**config.mk**
```make
export PLATFORM = sky130hd
export DESIGN_NAME = vrctd_host
export DESIGN_NICKNAME = d
export VERILOG_FILES = /design/src/vrctd_pkg.sv /design/src/vrctd_host.sv
export SDC_FILE = /design/constraint.sdc
export NUM_CORES = 1
export LEC_CHECK = 0
export BUFFER_PORTS_ARGS = -buffer_cell sky130_fd_sc_hd__buf_2
export CAP_MARGIN = 15
export CORE_MARGIN = 10
export CORE_UTILIZATION = 45
export CTS_CLUSTER_DIAMETER = 30
export DETAILED_ROUTE_END_ITERATION = 6
export GPL_ROUTABILITY_DRIVEN = 0
export GPL_TIMING_DRIVEN = 0
export HOLD_SLACK_MARGIN = 0.03
export PLACE_DENSITY = 0.74
export SETUP_SLACK_MARGIN = 0.05
export SLEW_MARGIN = 25
export SYNTH_ARGS = -nofsm -noshare
export SYNTH_HDL_FRONTEND = slang
export SYNTH_SLANG_ARGS = --single-unit
```
**constraint.sdc**
```tcl
create_clock -name clk_i -period 7.4 [get_ports clk_i]
set_input_delay 0.74 -clock clk_i [delete_from_list [all_inputs] [get_ports clk_i]]
set_output_delay 0.74 -clock clk_i [all_outputs]
set_load 0.02 [all_outputs]
```
**src/vrctd_pkg.sv**
```systemverilog
`default_nettype none
package vrctd_pkg;
    localparam int CLK_MHZ = 100;
    // phase length of each strobe step, covers the 15..25 ns holds
    localparam int T_PH_NS = 30;
    localparam int C_PH = (T_PH_NS * CLK_MHZ + 999) / 1000;
    // row precharge between cycles
    localparam int T_PRE_NS = 100;
    localparam int C_PRE = (T_PRE_NS * CLK_MHZ + 999) / 1000;
    // half period of the shift clock
    localparam int T_SCH_NS = 20;
    localparam int C_SCH = (T_SCH_NS * CLK_MHZ + 999) / 1000;
    // register byte offsets
    localparam logic [4:0] A_CTRL = 5'h00;
    localparam logic [4:0] A_ADDR = 5'h04;
    localparam logic [4:0] A_DATA = 5'h08;
    localparam logic [4:0] A_SHIFT = 5'h0C;
    // field positions
    localparam int B_CMD = 0;
    localparam int B_S1 = 3;
    localparam int B_S2 = 4;
    localparam int B_S3 = 5;
    localparam int B_GO = 8;
    localparam int B_CLR = 9;
    localparam int B_ROW = 9;
    localparam int B_D5 = 4;
    localparam int B_RDAT = 8;
    localparam int B_SGO = 8;
    localparam int B_SVAL = 4;
    typedef enum logic [2:0] {
        OP_WR = 3'h0, OP_RD = 3'h1, OP_REF = 3'h2, OP_XRD = 3'h3,
        OP_SPL = 3'h4, OP_XWR = 3'h5, OP_PSD = 3'h6, OP_AXW = 3'h7
    } vrctd_op_e;
    typedef enum logic [6:0] {
        S_IDLE = 7'h01, S_SET = 7'h02, S_ROW = 7'h04, S_COL = 7'h08,
        S_WR = 7'h10, S_TG = 7'h20, S_PRE = 7'h40
    } vrctd_st_e;
endpackage
`default_nettype wire

```
**src/vrctd_host.sv**
```systemverilog
// Behaviour
// - write-mask line high during refresh
// - pseudo transfer sets serial write mode
// - first serial bit after later clock edge
// - shift-clock gaps between split reloads
// - normal read transfer precedes first split
// - split only after tap edge of half
// - transfer gate high at non-transfer row fall
// - transfer gate high through late writes
//
// The address map and the Wishbone slave port were left to the implementer.
`timescale 1ns/100ps
`default_nettype none
module vrctd_host
    import vrctd_pkg::*;
(
    input wire logic clk_i,
    input wire logic rst_i,
    input wire logic wb_cyc_i,
    input wire logic wb_stb_i,
    input wire logic wb_we_i,
    input wire logic [4:0] wb_adr_i,
    input wire logic [3:0] wb_sel_i,
    input wire logic [31:0] wb_dat_i,
    output logic [31:0] wb_dat_o,
    output logic wb_ack_o,
    output logic ras_n_o,
    output logic cas_n_o,
    output logic we_n_o,
    output logic transfer_gate_n_o,
    output logic function_select_pin_o,
    output logic shift_port_gate_n_o,
    output logic [8:0] addr_o,
    output logic [3:0] dq_o,
    output logic dq_oe_o,
    input wire logic [3:0] dq_i,
    output logic shift_clock_o,
    output logic [3:0] shift_data_pins_o,
    output logic shift_data_pins_oe_o,
    input wire logic [3:0] shift_data_pins_i
);
    import vrctd_pkg::*;

    vrctd_st_e st_q, st_d;
    vrctd_op_e op_q, op_d;
    logic [3:0] cnt_q, cnt_d;
    logic [5:0] cfg_q, cfg_d;
    logic [8:0] row_q, row_d, col_q, col_d;
    logic [3:0] d4_q, d4_d, d5_q, d5_d, sout_q, sout_d;
    logic [3:0] rdat_q, rdat_d, sin_q, sin_d;
    logic [31:0] dat_q, dat_d;
    logic ack_q, ack_d, err_q, err_d, wmode_q, wmode_d;
    logic xrd_q, xrd_d, lspl_q, lspl_d, sval_q, sval_d;
    logic [1:0] since_q, since_d, sph_q, sph_d;
    logic [3:0] scnt_q, scnt_d;
    logic spend_q, spend_d;
    logic [3:0] dq_m, dq_s, sd_m, sd_s;
    logic acc, wr, go, clr, sgo, busy, split_ok, start, ras_fall, sc_rise;
    logic p_ras, p_cas, p_we, p_tg, p_fs, p_spg, p_oe, wrop, xfer;
    logic [8:0] p_addr;
    logic [3:0] p_dq;

    // two-stage synchronisers on data returned by the memory
    always_ff @(posedge clk_i)
    begin
        dq_m <= dq_i;
        dq_s <= dq_m;
        sd_m <= shift_data_pins_i;
        sd_s <= sd_m;
    end

    // wishbone slave: one wait state, unmapped reads give zero
    always_comb
    begin
        acc = wb_cyc_i & wb_stb_i & ~ack_q;
        wr = acc & wb_we_i;
        ack_d = acc;
        cfg_d = cfg_q;
        row_d = row_q;
        col_d = col_q;
        d4_d = d4_q;
        d5_d = d5_q;
        sout_d = sout_q;
        go = 1'b0;
        clr = 1'b0;
        sgo = 1'b0;
        dat_d = 32'h0;
        if (wb_adr_i == A_CTRL)
        begin
            if (wr && wb_sel_i[0])
                cfg_d = wb_dat_i[5:0];
            go = wr & wb_sel_i[1] & wb_dat_i[B_GO];
            clr = wr & wb_sel_i[1] & wb_dat_i[B_CLR];
            dat_d = {28'h0, sval_q, err_q, wmode_q, busy};
        end
        else if (wb_adr_i == A_ADDR)
        begin
            if (wr && wb_sel_i[1] && wb_sel_i[0])
                col_d = wb_dat_i[8:0];
            if (wr && wb_sel_i[2] && wb_sel_i[1])
                row_d = wb_dat_i[17:9];
            dat_d = {14'h0, row_q, col_q};
        end
        else if (wb_adr_i == A_DATA)
        begin
            if (wr && wb_sel_i[0])
            begin
                d4_d = wb_dat_i[3:0];
                d5_d = wb_dat_i[7:4];
            end
            dat_d = {20'h0, rdat_q, d5_q, d4_q};
        end
        else if (wb_adr_i == A_SHIFT)
        begin
            if (wr && wb_sel_i[0])
                sout_d = wb_dat_i[3:0];
            sgo = wr & wb_sel_i[1] & wb_dat_i[B_SGO];
            dat_d = {27'h0, sval_q, sin_q};
        end
        if (!acc || wb_we_i)
            dat_d = 32'h0;
    end

    always_ff @(posedge clk_i)
    begin
        if (rst_i)
        begin
            ack_q <= 1'b0;
            dat_q <= 32'h0;
            cfg_q <= 6'h00;
            row_q <= 9'h000;
            col_q <= 9'h000;
            d4_q <= 4'h0;
            d5_q <= 4'h0;
            sout_q <= 4'h0;
        end
        else
        begin
            ack_q <= ack_d;
            dat_q <= dat_d;
            cfg_q <= cfg_d;
            row_q <= row_d;
            col_q <= col_d;
            d4_q <= d4_d;
            d5_q <= d5_d;
            sout_q <= sout_d;
        end
    end
    assign wb_ack_o = ack_q;
    assign wb_dat_o = dat_q;

    // a split is legal only after a read transfer and enough shift edges
    assign split_ok = xrd_q & (since_q >= (lspl_q ? 2'h2 : 2'h1));
    assign busy = (st_q != S_IDLE) | (sph_q != 2'h0) | spend_q;
    // the command usually arrives in the same write as go, so look at its next value
    assign start = go & ~busy & ~(cfg_d[2:0] == OP_SPL && !split_ok);
    assign ras_fall = (st_q == S_SET) && (cnt_q == 4'h0);

    // cycle sequencer; shift clock is quiet whenever it runs
    always_comb
    begin
        st_d = st_q;
        op_d = op_q;
        cnt_d = (cnt_q != 4'h0) ? cnt_q - 4'h1 : cnt_q;
        rdat_d = rdat_q;
        wmode_d = wmode_q;
        xrd_d = xrd_q;
        lspl_d = lspl_q;
        err_d = err_q & ~clr;
        if (go && !start)
            err_d = 1'b1; // refusal wins over a same-cycle clear
        case (st_q)
            S_IDLE:
                if (start)
                begin
                    op_d = vrctd_op_e'(cfg_d[2:0]);
                    st_d = S_SET;
                    cnt_d = 4'(C_PH - 1);
                end
            S_SET:
                if (cnt_q == 4'h0)
                begin
                    st_d = S_ROW;
                    cnt_d = 4'(C_PH - 1);
                    if (op_q == OP_XRD)
                    begin
                        wmode_d = 1'b0;
                        xrd_d = 1'b1;
                        lspl_d = 1'b0;
                    end
                    else if (op_q == OP_SPL)
                        lspl_d = 1'b1;
                    else if (op_q == OP_XWR || op_q == OP_AXW || op_q == OP_PSD)
                        wmode_d = 1'b1;
                end
            S_ROW:
                if (cnt_q == 4'h0)
                begin
                    st_d = (op_q == OP_REF) ? S_PRE : S_COL;
                    cnt_d = (op_q == OP_REF) ? 4'(C_PRE - 1) : 4'(C_PH - 1);
                end
            S_COL:
                if (cnt_q == 4'h0)
                begin
                    if (op_q == OP_RD)
                        rdat_d = dq_s;
                    st_d = (op_q == OP_WR) ? S_WR : (op_q == OP_RD) ? S_PRE : S_TG;
                    cnt_d = (op_q == OP_RD) ? 4'(C_PRE - 1) : 4'(C_PH - 1);
                end
            S_WR, S_TG:
                if (cnt_q == 4'h0)
                begin
                    st_d = S_PRE;
                    cnt_d = 4'(C_PRE - 1);
                end
            S_PRE:
                if (cnt_q == 4'h0)
                    st_d = S_IDLE;
            default:
                st_d = S_IDLE;
        endcase
    end

    // pin levels follow the next state so they leave flip-flops
    always_comb
    begin
        wrop = (op_d == OP_WR);
        xfer = (op_d != OP_WR) && (op_d != OP_RD) && (op_d != OP_REF);
        p_ras = !(st_d inside {S_ROW, S_COL, S_WR, S_TG});
        p_cas = !(st_d inside {S_COL, S_WR, S_TG});
        p_addr = (st_d inside {S_SET, S_ROW}) ? row_q : col_q;
        p_tg = 1'b1;
        p_we = 1'b1;
        p_fs = 1'b0;
        p_spg = 1'b0;
        p_oe = 1'b0;
        p_dq = d5_q;
        if (st_d inside {S_SET, S_ROW})
        begin
            p_tg = ~xfer;
            if (wrop)
            begin
                p_we = cfg_q[B_S1];
                p_fs = cfg_q[B_S3];
                p_oe = 1'b1;
                p_dq = d4_q;
            end
            else if (op_d inside {OP_XWR, OP_AXW, OP_PSD})
                p_we = 1'b0;
            if (op_d inside {OP_SPL, OP_AXW})
                p_fs = 1'b1;
            if (op_d == OP_PSD)
                p_spg = 1'b1;
        end
        else if (st_d inside {S_COL, S_WR})
        begin
            if (wrop)
            begin
                p_we = 1'b0;
                p_fs = cfg_q[B_S2];
                p_oe = 1'b1;
            end
            p_tg = ~(xfer || op_d == OP_RD);
        end
    end

    always_ff @(posedge clk_i)
    begin
        if (rst_i)
        begin
            st_q <= S_IDLE;
            op_q <= OP_WR;
            cnt_q <= 4'h0;
            rdat_q <= 4'h0;
            err_q <= 1'b0;
            wmode_q <= 1'b0;
            xrd_q <= 1'b0;
            lspl_q <= 1'b0;
            ras_n_o <= 1'b1;
            cas_n_o <= 1'b1;
            we_n_o <= 1'b1;
            transfer_gate_n_o <= 1'b1;
            function_select_pin_o <= 1'b0;
            shift_port_gate_n_o <= 1'b0;
            addr_o <= 9'h000;
            dq_o <= 4'h0;
            dq_oe_o <= 1'b0;
        end
        else
        begin
            st_q <= st_d;
            op_q <= op_d;
            cnt_q <= cnt_d;
            rdat_q <= rdat_d;
            err_q <= err_d;
            wmode_q <= wmode_d;
            xrd_q <= xrd_d;
            lspl_q <= lspl_d;
            ras_n_o <= p_ras;
            cas_n_o <= p_cas;
            we_n_o <= p_we;
            transfer_gate_n_o <= p_tg;
            function_select_pin_o <= p_fs;
            shift_port_gate_n_o <= p_spg;
            addr_o <= p_addr;
            dq_o <= p_dq;
            dq_oe_o <= p_oe;
        end
    end

    // shift port: low half with data set up, high half, capture at end
    assign sc_rise = (sph_q == 2'h1) && (scnt_q == 4'h0);
    always_comb
    begin
        sph_d = sph_q;
        scnt_d = (scnt_q != 4'h0) ? scnt_q - 4'h1 : scnt_q;
        spend_d = spend_q | sgo;
        sin_d = sin_q;
        sval_d = sval_q;
        since_d = since_q;
        if (ras_fall && (op_q == OP_XRD || op_q == OP_SPL))
            since_d = 2'h0;
        else if (sc_rise && since_q != 2'h3)
            since_d = since_q + 2'h1;
        case (sph_q)
            2'h0:
                if (spend_q && st_q == S_IDLE)
                begin
                    spend_d = sgo;
                    sph_d = 2'h1;
                    scnt_d = 4'(C_SCH - 1);
                    sval_d = 1'b0;
                end
            2'h1:
                if (scnt_q == 4'h0)
                begin
                    sph_d = 2'h2;
                    scnt_d = 4'(C_SCH - 1);
                end
            2'h2:
                if (scnt_q == 4'h0)
                    sph_d = 2'h3; // one more cycle so the bit has crossed both sync stages
            default:
            begin
                sph_d = 2'h0;
                if (!wmode_q)
                begin
                    sin_d = sd_s;
                    sval_d = 1'b1;
                end
            end
        endcase
    end

    always_ff @(posedge clk_i)
    begin
        if (rst_i)
        begin
            sph_q <= 2'h0;
            scnt_q <= 4'h0;
            spend_q <= 1'b0;
            sin_q <= 4'h0;
            sval_q <= 1'b0;
            since_q <= 2'h0;
            shift_clock_o <= 1'b0;
            shift_data_pins_o <= 4'h0;
            shift_data_pins_oe_o <= 1'b0;
        end
        else
        begin
            sph_q <= sph_d;
            scnt_q <= scnt_d;
            spend_q <= spend_d;
            sin_q <= sin_d;
            sval_q <= sval_d;
            since_q <= since_d;
            shift_clock_o <= (sph_d == 2'h2);
            shift_data_pins_o <= sout_q;
            shift_data_pins_oe_o <= wmode_d;
        end
    end

    wr_mask_line_a: assert property (@(posedge clk_i) disable iff (rst_i)
        $fell(ras_n_o) && op_q == OP_WR |-> we_n_o == cfg_q[B_S1] && function_select_pin_o == cfg_q[B_S3])
        else $error("write line wrong at row fall");
    refresh_we_a: assert property (@(posedge clk_i) disable iff (rst_i)
        op_q == OP_REF && !ras_n_o |-> we_n_o)
        else $error("write line low in refresh");
    pseudo_pins_a: assert property (@(posedge clk_i) disable iff (rst_i)
        $fell(ras_n_o) && op_q == OP_PSD |-> !transfer_gate_n_o && !we_n_o && !function_select_pin_o
        && shift_port_gate_n_o && !dq_oe_o ##[1:40] shift_data_pins_oe_o)
        else $error("pseudo transfer pins wrong");
    tg_plain_a: assert property (@(posedge clk_i) disable iff (rst_i)
        $fell(ras_n_o) && op_q inside {OP_WR, OP_RD, OP_REF} |-> transfer_gate_n_o)
        else $error("transfer gate low at plain row fall");
    late_wr_tg_a: assert property (@(posedge clk_i) disable iff (rst_i)
        op_q == OP_WR && !ras_n_o |-> transfer_gate_n_o)
        else $error("transfer gate low in write");
    split_gap_a: assert property (@(posedge clk_i) disable iff (rst_i)
        $fell(ras_n_o) && op_q == OP_SPL |-> $past(since_q, 4) >= 2'h1)
        else $error("split without shift clock gap");
    split_init_a: assert property (@(posedge clk_i) disable iff (rst_i)
        $fell(ras_n_o) && op_q == OP_SPL |-> xrd_q)
        else $error("split before read transfer");
    quiet_sc_a: assert property (@(posedge clk_i) disable iff (rst_i)
        !transfer_gate_n_o |-> !shift_clock_o)
        else $error("shift clock during transfer");
endmodule
`default_nettype wire

```
## Yosys cells after proc, flatten, opt, wreduce, memory -nomap -nowiden

Cells that the tools add are included.

- Bits in registers: 146
- Input bits: 54
- Logic and storage cells: 241

- $add $sub $neg: 3
- Order comparisons: 1
- Equality and inequality tests: 38
- Multiplexer cells: 72
- Bitwise operators: 26
- Reduce and logical (&&, ||, !) cells: 61

Operators with widths:

| kind | number |
|---|---|
| 7-bit two-way mux | 9 |
| 4-bit two-way mux | 14 |
| 7-bit one-hot mux with 6 select lines | 1 |
| 1-bit two-way mux | 32 |
| 3-bit equality test, second input constant | 9 |
| 4-bit one-hot mux with 5 select lines | 1 |
| 18-bit two-way mux | 1 |
| 3-bit AND reduction | 6 |
| 7-bit by 2-bit equality test with 1-bit output, second input constant | 2 |
| 7-bit by 3-bit equality test with 1-bit output, second input constant | 2 |
| 7-bit by 4-bit equality test with 1-bit output, second input constant | 2 |
| 7-bit by 5-bit equality test with 1-bit output, second input constant | 2 |
| 7-bit by 6-bit equality test with 1-bit output, second input constant | 2 |
| 1-bit logical AND | 14 |
| 1-bit NOT | 13 |
| 12-bit two-way mux | 1 |
| 3-bit two-way mux | 4 |
| 2-bit nonzero test | 6 |
| 4-bit nonzero test | 3 |
| 1-bit bitwise AND | 10 |
| 5-bit by 4-bit equality test with 1-bit output, second input constant | 2 |
| 2-bit OR reduction | 5 |
| 9-bit two-way mux | 1 |
| 3-bit nonzero test | 3 |
| 32 further kinds | 56 |

## Depth between registers and ports, before layout

Gate-level depths: netlist (run 1).

- Word-level depth: 19
- Gate-level depth with buffers: 11
- Depth with buffers taken out: 9

## Least setup slack after synthesis (run 1)

No wires, ideal clock.

- Path type: input to register
- Start point: in wb_adr_i[3]
- End point: reg function_select_pin_o
- Setup time: 0.074 ns
- Data arrival time: 2.761 ns
- Path slack: 4.565 ns
- Stages: 8
- Path buffers: 1
- Cells stage by stage: buf_4 -> or2_1 -> nor4_4 -> nand4b_4 -> a21oi_4 -> mux2_2 -> or4_1 -> a31oi_1

- Longest elaborated chain between the ends: 12

RTL lines:

| item | RTL line | text |
|---|---|---|
| start, declared | vrctd_host.sv:22 | `input wire logic [4:0] wb_adr_i,` |
| 5-bit zero test * | vrctd_host.sv:88 | `if (wb_adr_i == A_CTRL)` |
| 3-bit two-way mux | vrctd_host.sv:88 |  |
| 3-bit equality test | vrctd_host.sv:156 | `assign start = go & ~busy & ~(cfg_d[2:0] == OP_SPL && !split_ok);` |
| 1-bit logical AND | vrctd_host.sv:156 |  |
| 1-bit NOT | vrctd_host.sv:156 |  |
| 1-bit bitwise AND | vrctd_host.sv:156 |  |
| 7-bit two-way mux or 3-bit two-way mux (tied branches) | vrctd_host.sv:174 | `if (start)` |
| 7-bit one-hot mux with 6 select lines or 3-bit two-way mux (tied branches) | vrctd_host.sv:172 | `case (st_q)` |
| 7-bit by 4-bit equality test with 1-bit output, or another cell as far along | vrctd_host.sv:255 | `else if (st_d inside {S_COL, S_WR})` |
| 2-bit nonzero test, or another cell as far along | vrctd_host.sv:255 |  |
| 1-bit two-way mux, on equally long branches | vrctd_host.sv:255, vrctd_host.sv:250 |  |
| 1-bit two-way mux * | vrctd_host.sv:238 | `if (st_d inside {S_SET, S_ROW})` |
| end signal, assigned | vrctd_host.sv:303 | `function_select_pin_o <= p_fs;` |
| end, declared | vrctd_host.sv:31 | `output logic function_select_pin_o,` |

Mark *: on every way between the ends. The rest lies on a longest branch, timed or not.
A chain may end at the register's enable or synchronous reset.

## Worst setup path after layout (run 1)

- Start point: in wb_adr_i[1]
- End point: reg dq_o[3]

- Longest elaborated chain between the ends: 11

RTL lines:

| item | RTL line | text |
|---|---|---|
| 5-bit zero test * | vrctd_host.sv:88 |  |
| 3-bit two-way mux | vrctd_host.sv:88 |  |
| 3-bit equality test | vrctd_host.sv:156 |  |
| 1-bit logical AND | vrctd_host.sv:156 |  |
| 1-bit NOT | vrctd_host.sv:156 |  |
| 1-bit bitwise AND | vrctd_host.sv:156 |  |
| 7-bit two-way mux or 3-bit two-way mux (tied branches) | vrctd_host.sv:174 |  |
| 7-bit one-hot mux with 6 select lines or 3-bit two-way mux (tied branches) | vrctd_host.sv:172 |  |
| 7-bit by 2-bit equality test with 1-bit output, or another cell as far along | vrctd_host.sv:238 |  |
| 2-bit nonzero test or 4-bit two-way mux (tied branches) | vrctd_host.sv:238, vrctd_host.sv:241 |  |
| 4-bit two-way mux * | vrctd_host.sv:238 |  |
| end signal, assigned | vrctd_host.sv:306 | `dq_o <= p_dq;` |
| end, declared | vrctd_host.sv:34 | `output logic [3:0] dq_o,` |

Marks and branches as above.

==> results.cfg, run 1 <==
[status]
status = complete, no violations

[die]
die_y_microns = 129.5
coreArea_sq_um = 11560
die_area_sq_um = 16770
rows = 39
dieWidth_microns = 129.5
ios = 113
start_util_pct = 46.64

[cells_and_area]
n_antenna_cell = 0
fin_util_pct = 57.60
fin_nets = 767
syn_to_final_growth_pct = 23.50
final_area_sq_um = 6661
drive_gt1_share_pct = 21.18

[sta]
tightest_slew_ns = 1.005
finalHoldViolCount = 0
slew_viol_final = 0
relSlewSlack_pct = 32.73
fin_skew_ns = 0.008244
fin_crit_ns = 3.200
period_share_pct = 43.24
fmaxAchievable_mhz = 312.5
finalSetupTns_ns = 0
rsz0062_at_grt = false
setup_viol = 0
setup_ws_ns = 4.200

[detailed_routing]
drc = 0
wire_per_inst_microns = 17.38
drt_iter0_drc = 485
routed_via_density = 5.491
drt-total-wl_mm = 14.87
dr.pass1.iters = 5
detail-route-antenna-nets = 0
vias = 4700

[clocking]
postCtsHoldBufs = 0
numCtsBuffers = 17
cts_sinks = 132
cts_resized = 0
htree_levels = 4
post_cts_buffers = 0
cts_tree = built
cts_root_buf = clkbuf_16
clock_path_buffers = 2
clk_pin_slew_ns = 0.06
clock_latency_ns = 0.42

[global_routing]
grt_pass1_wl_mm = 23.20
grt_max_degree = 17
grt_pass1_vias = 4598
grt-ovfl-total = 0
grt_usage_pct = 17.40
antenna_found_initial = 0

[setup_path]
r2r_cells = 11
reg2reg_from = cnt_q[0]
crit_fanout = 10
slowest_stage = nor3_1
path_cells = buf_2 > nor3_2 > and4_1 > buf_4 > mux2i_1 > a21oi_4 > nor3_1 > clkbuf_1 > o31ai_1 > a21oi_1
path_delay_family = simple AND/OR/NAND/NOR gates
required_ns = 7.74
cp-end-kind = flip-flop
cp.arrival_ns = 3.54
start_kind = primary input
crit_type = primary input to flip-flop
rrSetupSlack_ns = 4.28
r2r-end = dq_oe_o
critPathBufInv = 3
max_stage_delay_ns = 0.53

[worst_hold_path]
min_path_type = flip-flop to flip-flop
hp-start = sd_m[3]
hold-path-cell-count = 0
min_to = sd_s[3]

[synthesis]
ys.flop_type = dfxtp_1
ys_top_cells_by_count = dfxtp_1, nor2_1, nand2_1
yosysMostFrequentCell = dfxtp_1
syn_area_sq_um = 5394
synthArstFlopShare_pct = 0
ys_types = 60
yosysTopAreaCell = dfxtp_1
synth_warnings = 0
yosys_register_bits = 132
avgSynthCellArea_sq_um = 9.205
synth_edf_count = 0
synth_area_leaders = dfxtp_1, mux2i_1, nor2_1, a21oi_1, nand2_1
seq_area_frac_synth_pct = 48.99
synth.top_cell.area_share_pct = 48.99
synth_cells = 586

[placed_design]
placed_cell_area_sq_um = 6032
place_worst_setup_slack_ns = 3.847
portBuffers = 82
hpwl_mm = 10.74

[flow_run]
drv_cap = 0

[power_and_ir_drop]
ir_drop_mv = 0.1535
leakagePower_uw = 0.002813
cellPowerDensity_nw_per_um2 = 281.7
sequential cells by signal (all words and copies together), names as in the netlist, 6 cells and up:
register and count:
addr_o 9, cfg_q 6, st_q 7, row_q 9, col_q 9, wb_dat_o 18
worst max path at each step:
stage,cells after the start,startpoint,end,slack (ns)
after floorplan,8,wb_adr_i[3],function_select_pin_o,4.57
after global placement,10,wb_adr_i[1],dq_o[3],3.88
after detailed placement,10,wb_adr_i[1],dq_o[3],3.85
after CTS,10,wb_adr_i[1],dq_o[3],4.24
after global routing,11,cnt_q[0],dq_oe_o,3.93
final,10,wb_adr_i[1],dq_o[3],4.20
where the power goes:
part	switching, uW	total (uW)	leakage, uW	internal, uW
combinational	135	220	0.00143	84.7
clock	347	899	0.000307	552
sequential	20.0	758	0.00107	738
cell type report:
type / count / area (sq um)
Fill cell: 999 / 4903
Clock buffer: 18 / 439.2
Inverter: 16 / 60.06
Clock inverter: 14 / 190.2
Tap cell: 143 / 178.9
Buffer: 43 / 231.5
Sequential cell: 132 / 2643
Timing Repair Buffer: 82 / 410.4
Multi-Input combinational cell: 408 / 2509
layout by cell type, fill, tap and decap left out, types with 13 or more instances in the layout:
master     instances
nor2b_1           14
ha_1              13
a22oi_1           13
buf_2             84
clkbuf_1          23
o21ai_0           17
clkbuf_16         17
nor2_1            80
dfxtp_1          132
nand2_1           51
mux2i_1           34
a21oi_1           43
buf_4             16
nand3_1           23
inv_1             16
conb_1            14
cell families (layout without fill, tap and decap cells):
family	Yosys count	in the layout	share of synthesized area, %
AOI/OAI and AO/OA	110	110	12.87
xor gates and xnor gates	2	2	0.3248
adders and majority gates	13	13	3.016
buffers and inverters	59	173	5.405
DFF	132	132	48.99
muxes	44	44	8.861
other	1	14	0.06952
and+or+nand+nor	225	225	20.46
metal layers:
layer / GRT usage, % / vias to the layer above / routed length (microns)
li1: - / 2266 / -
met1: 21.04 / 2227 / 6411
met2: 28.99 / 179 / 7046
met3: 4.731 / 28 / 1142
met4: 6.680 / 0 / 273
met5: 0 / - / 0
through the flow:
step	cells	hold slack [ns]	total power, uW
2_1_floorplan	599	0.3096	927.3
3_5_place_dp	824	0.3121	985.4
4_1_cts	856	0.3269	1872
3_3_place_gp	824	0.3112	973.2
5_1_grt	856	0.3315	1945
6_report	856	0.3251	1877
(Power assumes the default switching activity.)
==> inputs of run 2 (changes only) <==
Clock period 7.4 ns to 3.03 ns, I/O delays scaled along.
==> results.cfg, run 2 (synthesis gave the netlist of run 1 again) <==
[detailed_routing]
drc = 0
detail-route-antenna-nets = 0
vias = 4720
dr.pass1.iters = 5
drt_iter0_drc = 472
routed_via_density = 5.469
drt-total-wl_mm = 15.10
wire_per_inst_microns = 17.50

[global_routing]
antenna_found_initial = 0
grt_pass1_vias = 4623
grt_max_degree = 17
grt_pass1_wl_mm = 23.45
grt_usage_pct = 17.61
grt-ovfl-total = 0

[setup_path]
required_ns = 3.36
crit_fanout = 10
cp.arrival_ns = 3.20
cp-end-kind = flip-flop
crit_type = flip-flop to flip-flop
start_kind = flip-flop

[die]
rows = 39
die_area_sq_um = 16770
coreArea_sq_um = 11560
ios = 113
dieWidth_microns = 129.5
start_util_pct = 46.64
die_y_microns = 129.5

[clocking]
clock_latency_ns = 0.42
cts_sinks = 132
clk_pin_slew_ns = 0.06
cts_root_buf = clkbuf_16
numCtsBuffers = 17
cts_tree = built
clock_path_buffers = 2
htree_levels = 4

[sta]
rsz0062_at_grt = false
fin_hold_ws_ns = 0.1246
setup_ws_ns = 0.1653
finalHoldViolCount = 0
tightest_slew_ns = 0.9872
finalSetupTns_ns = 0
period_share_pct = 94.55
slew_viol_final = 0
fin_crit_ns = 2.865
fin_skew_ns = 0.008397
fmaxAchievable_mhz = 349.1
relSlewSlack_pct = 33.94
setup_viol = 0

[cells_and_area]
drive_gt1_share_pct = 22.64
n_antenna_cell = 0
syn_to_final_growth_pct = 25.68
fin_nets = 774
n_fill_cell = 989
final_cell_mix = dfxtp_1, buf_2, nor2_1
layout.cells.non_filler = 863
largest_register_ffs = 18
final_common_cell = dfxtp_1

[power_and_ir_drop]
cellPowerDensity_nw_per_um2 = 677.2
leakagePower_uw = 0.002863
power_uw = 4591
ir_drop_mv = 0.3740

[status]
status = complete, no violations

[flow_run]
drv_cap = 0

[placed_design]
hpwl_mm = 10.74
place_worst_setup_slack_ns = -0.08611
placed_cells = 824
portBuffers = 82

[worst_hold_path]
min_path_type = primary input to flip-flop
## run 2: worst max-delay path: stages, from the launching register on
cell and delay [ns]:
dfxtp_1 0.38, nor4_2 0.40, or3b_2 0.55, a21oi_1 0.36, nor2_1 0.15, nand3_1 0.28, clkbuf_2 0.32, nand4_1 0.14
a21oi_1 0.19
## run 2: area by class of cell
class / instances / area [sq um] / area share (%)
inverters: 16 / 60.06 / 0.8859
repair buffers: 91 / 498.0 / 7.346
multi-input cells: 408 / 2542 / 37.50
well taps: 143 / 178.9 / 2.639
flip-flops and latches: 132 / 2643 / 38.98
clock inverters: 14 / 190.2 / 2.805
plain buffers: 41 / 227.7 / 3.359
clock buffers: 18 / 439.2 / 6.478
## run 2: path summary, 6_finish.rpt
check	startpoint	endpoint	slack [ns]	cells past startpoint
max	st_q[6]	dq_o[3]	0.17	8
min	wb_dat_i[16]	row_q[7]	0.12	3
max reg2reg	st_q[6]	dq_o[3]	0.17	8
min reg2reg	sd_m[2]	sd_s[2]	0.33	0
## run 2: report_power, final
group	leakage [uW]	switching, uW	internal, uW
registers	0.00107	48.0	1800
logic	0.00149	331	216
clock network	0.000307	847	1350
total	0.00286	1230	3370
## run 2: metal layers
metal / global-route usage [%] / vias to the layer above / share of wire [%]
li1: - / 2273 / -
met1: 21.26 / 2209 / 42
met2: 29.56 / 208 / 48
met3: 4.649 / 30 / 8.0
met4: 6.548 / 0 / 1.9
met5: 0 / - / 0
## run 2: repair_timing
item,CTS,global route
endpoints found under the hold margin,8,0
hold buffers,8,0
buffers inserted,0,1
gates resized for setup,3,11
gates cloned,0,0
endpoints found under the setup margin,6,14
pin swaps,0,1
## run 2: stage by stage
stage,util [%],instance area [sq um]
after floorplan,-,5443
after global placement,52.16,6032
after global routing,58.62,6779
final,58.62,6779
after CTS,58.38,6751
after detailed placement,52.16,6032
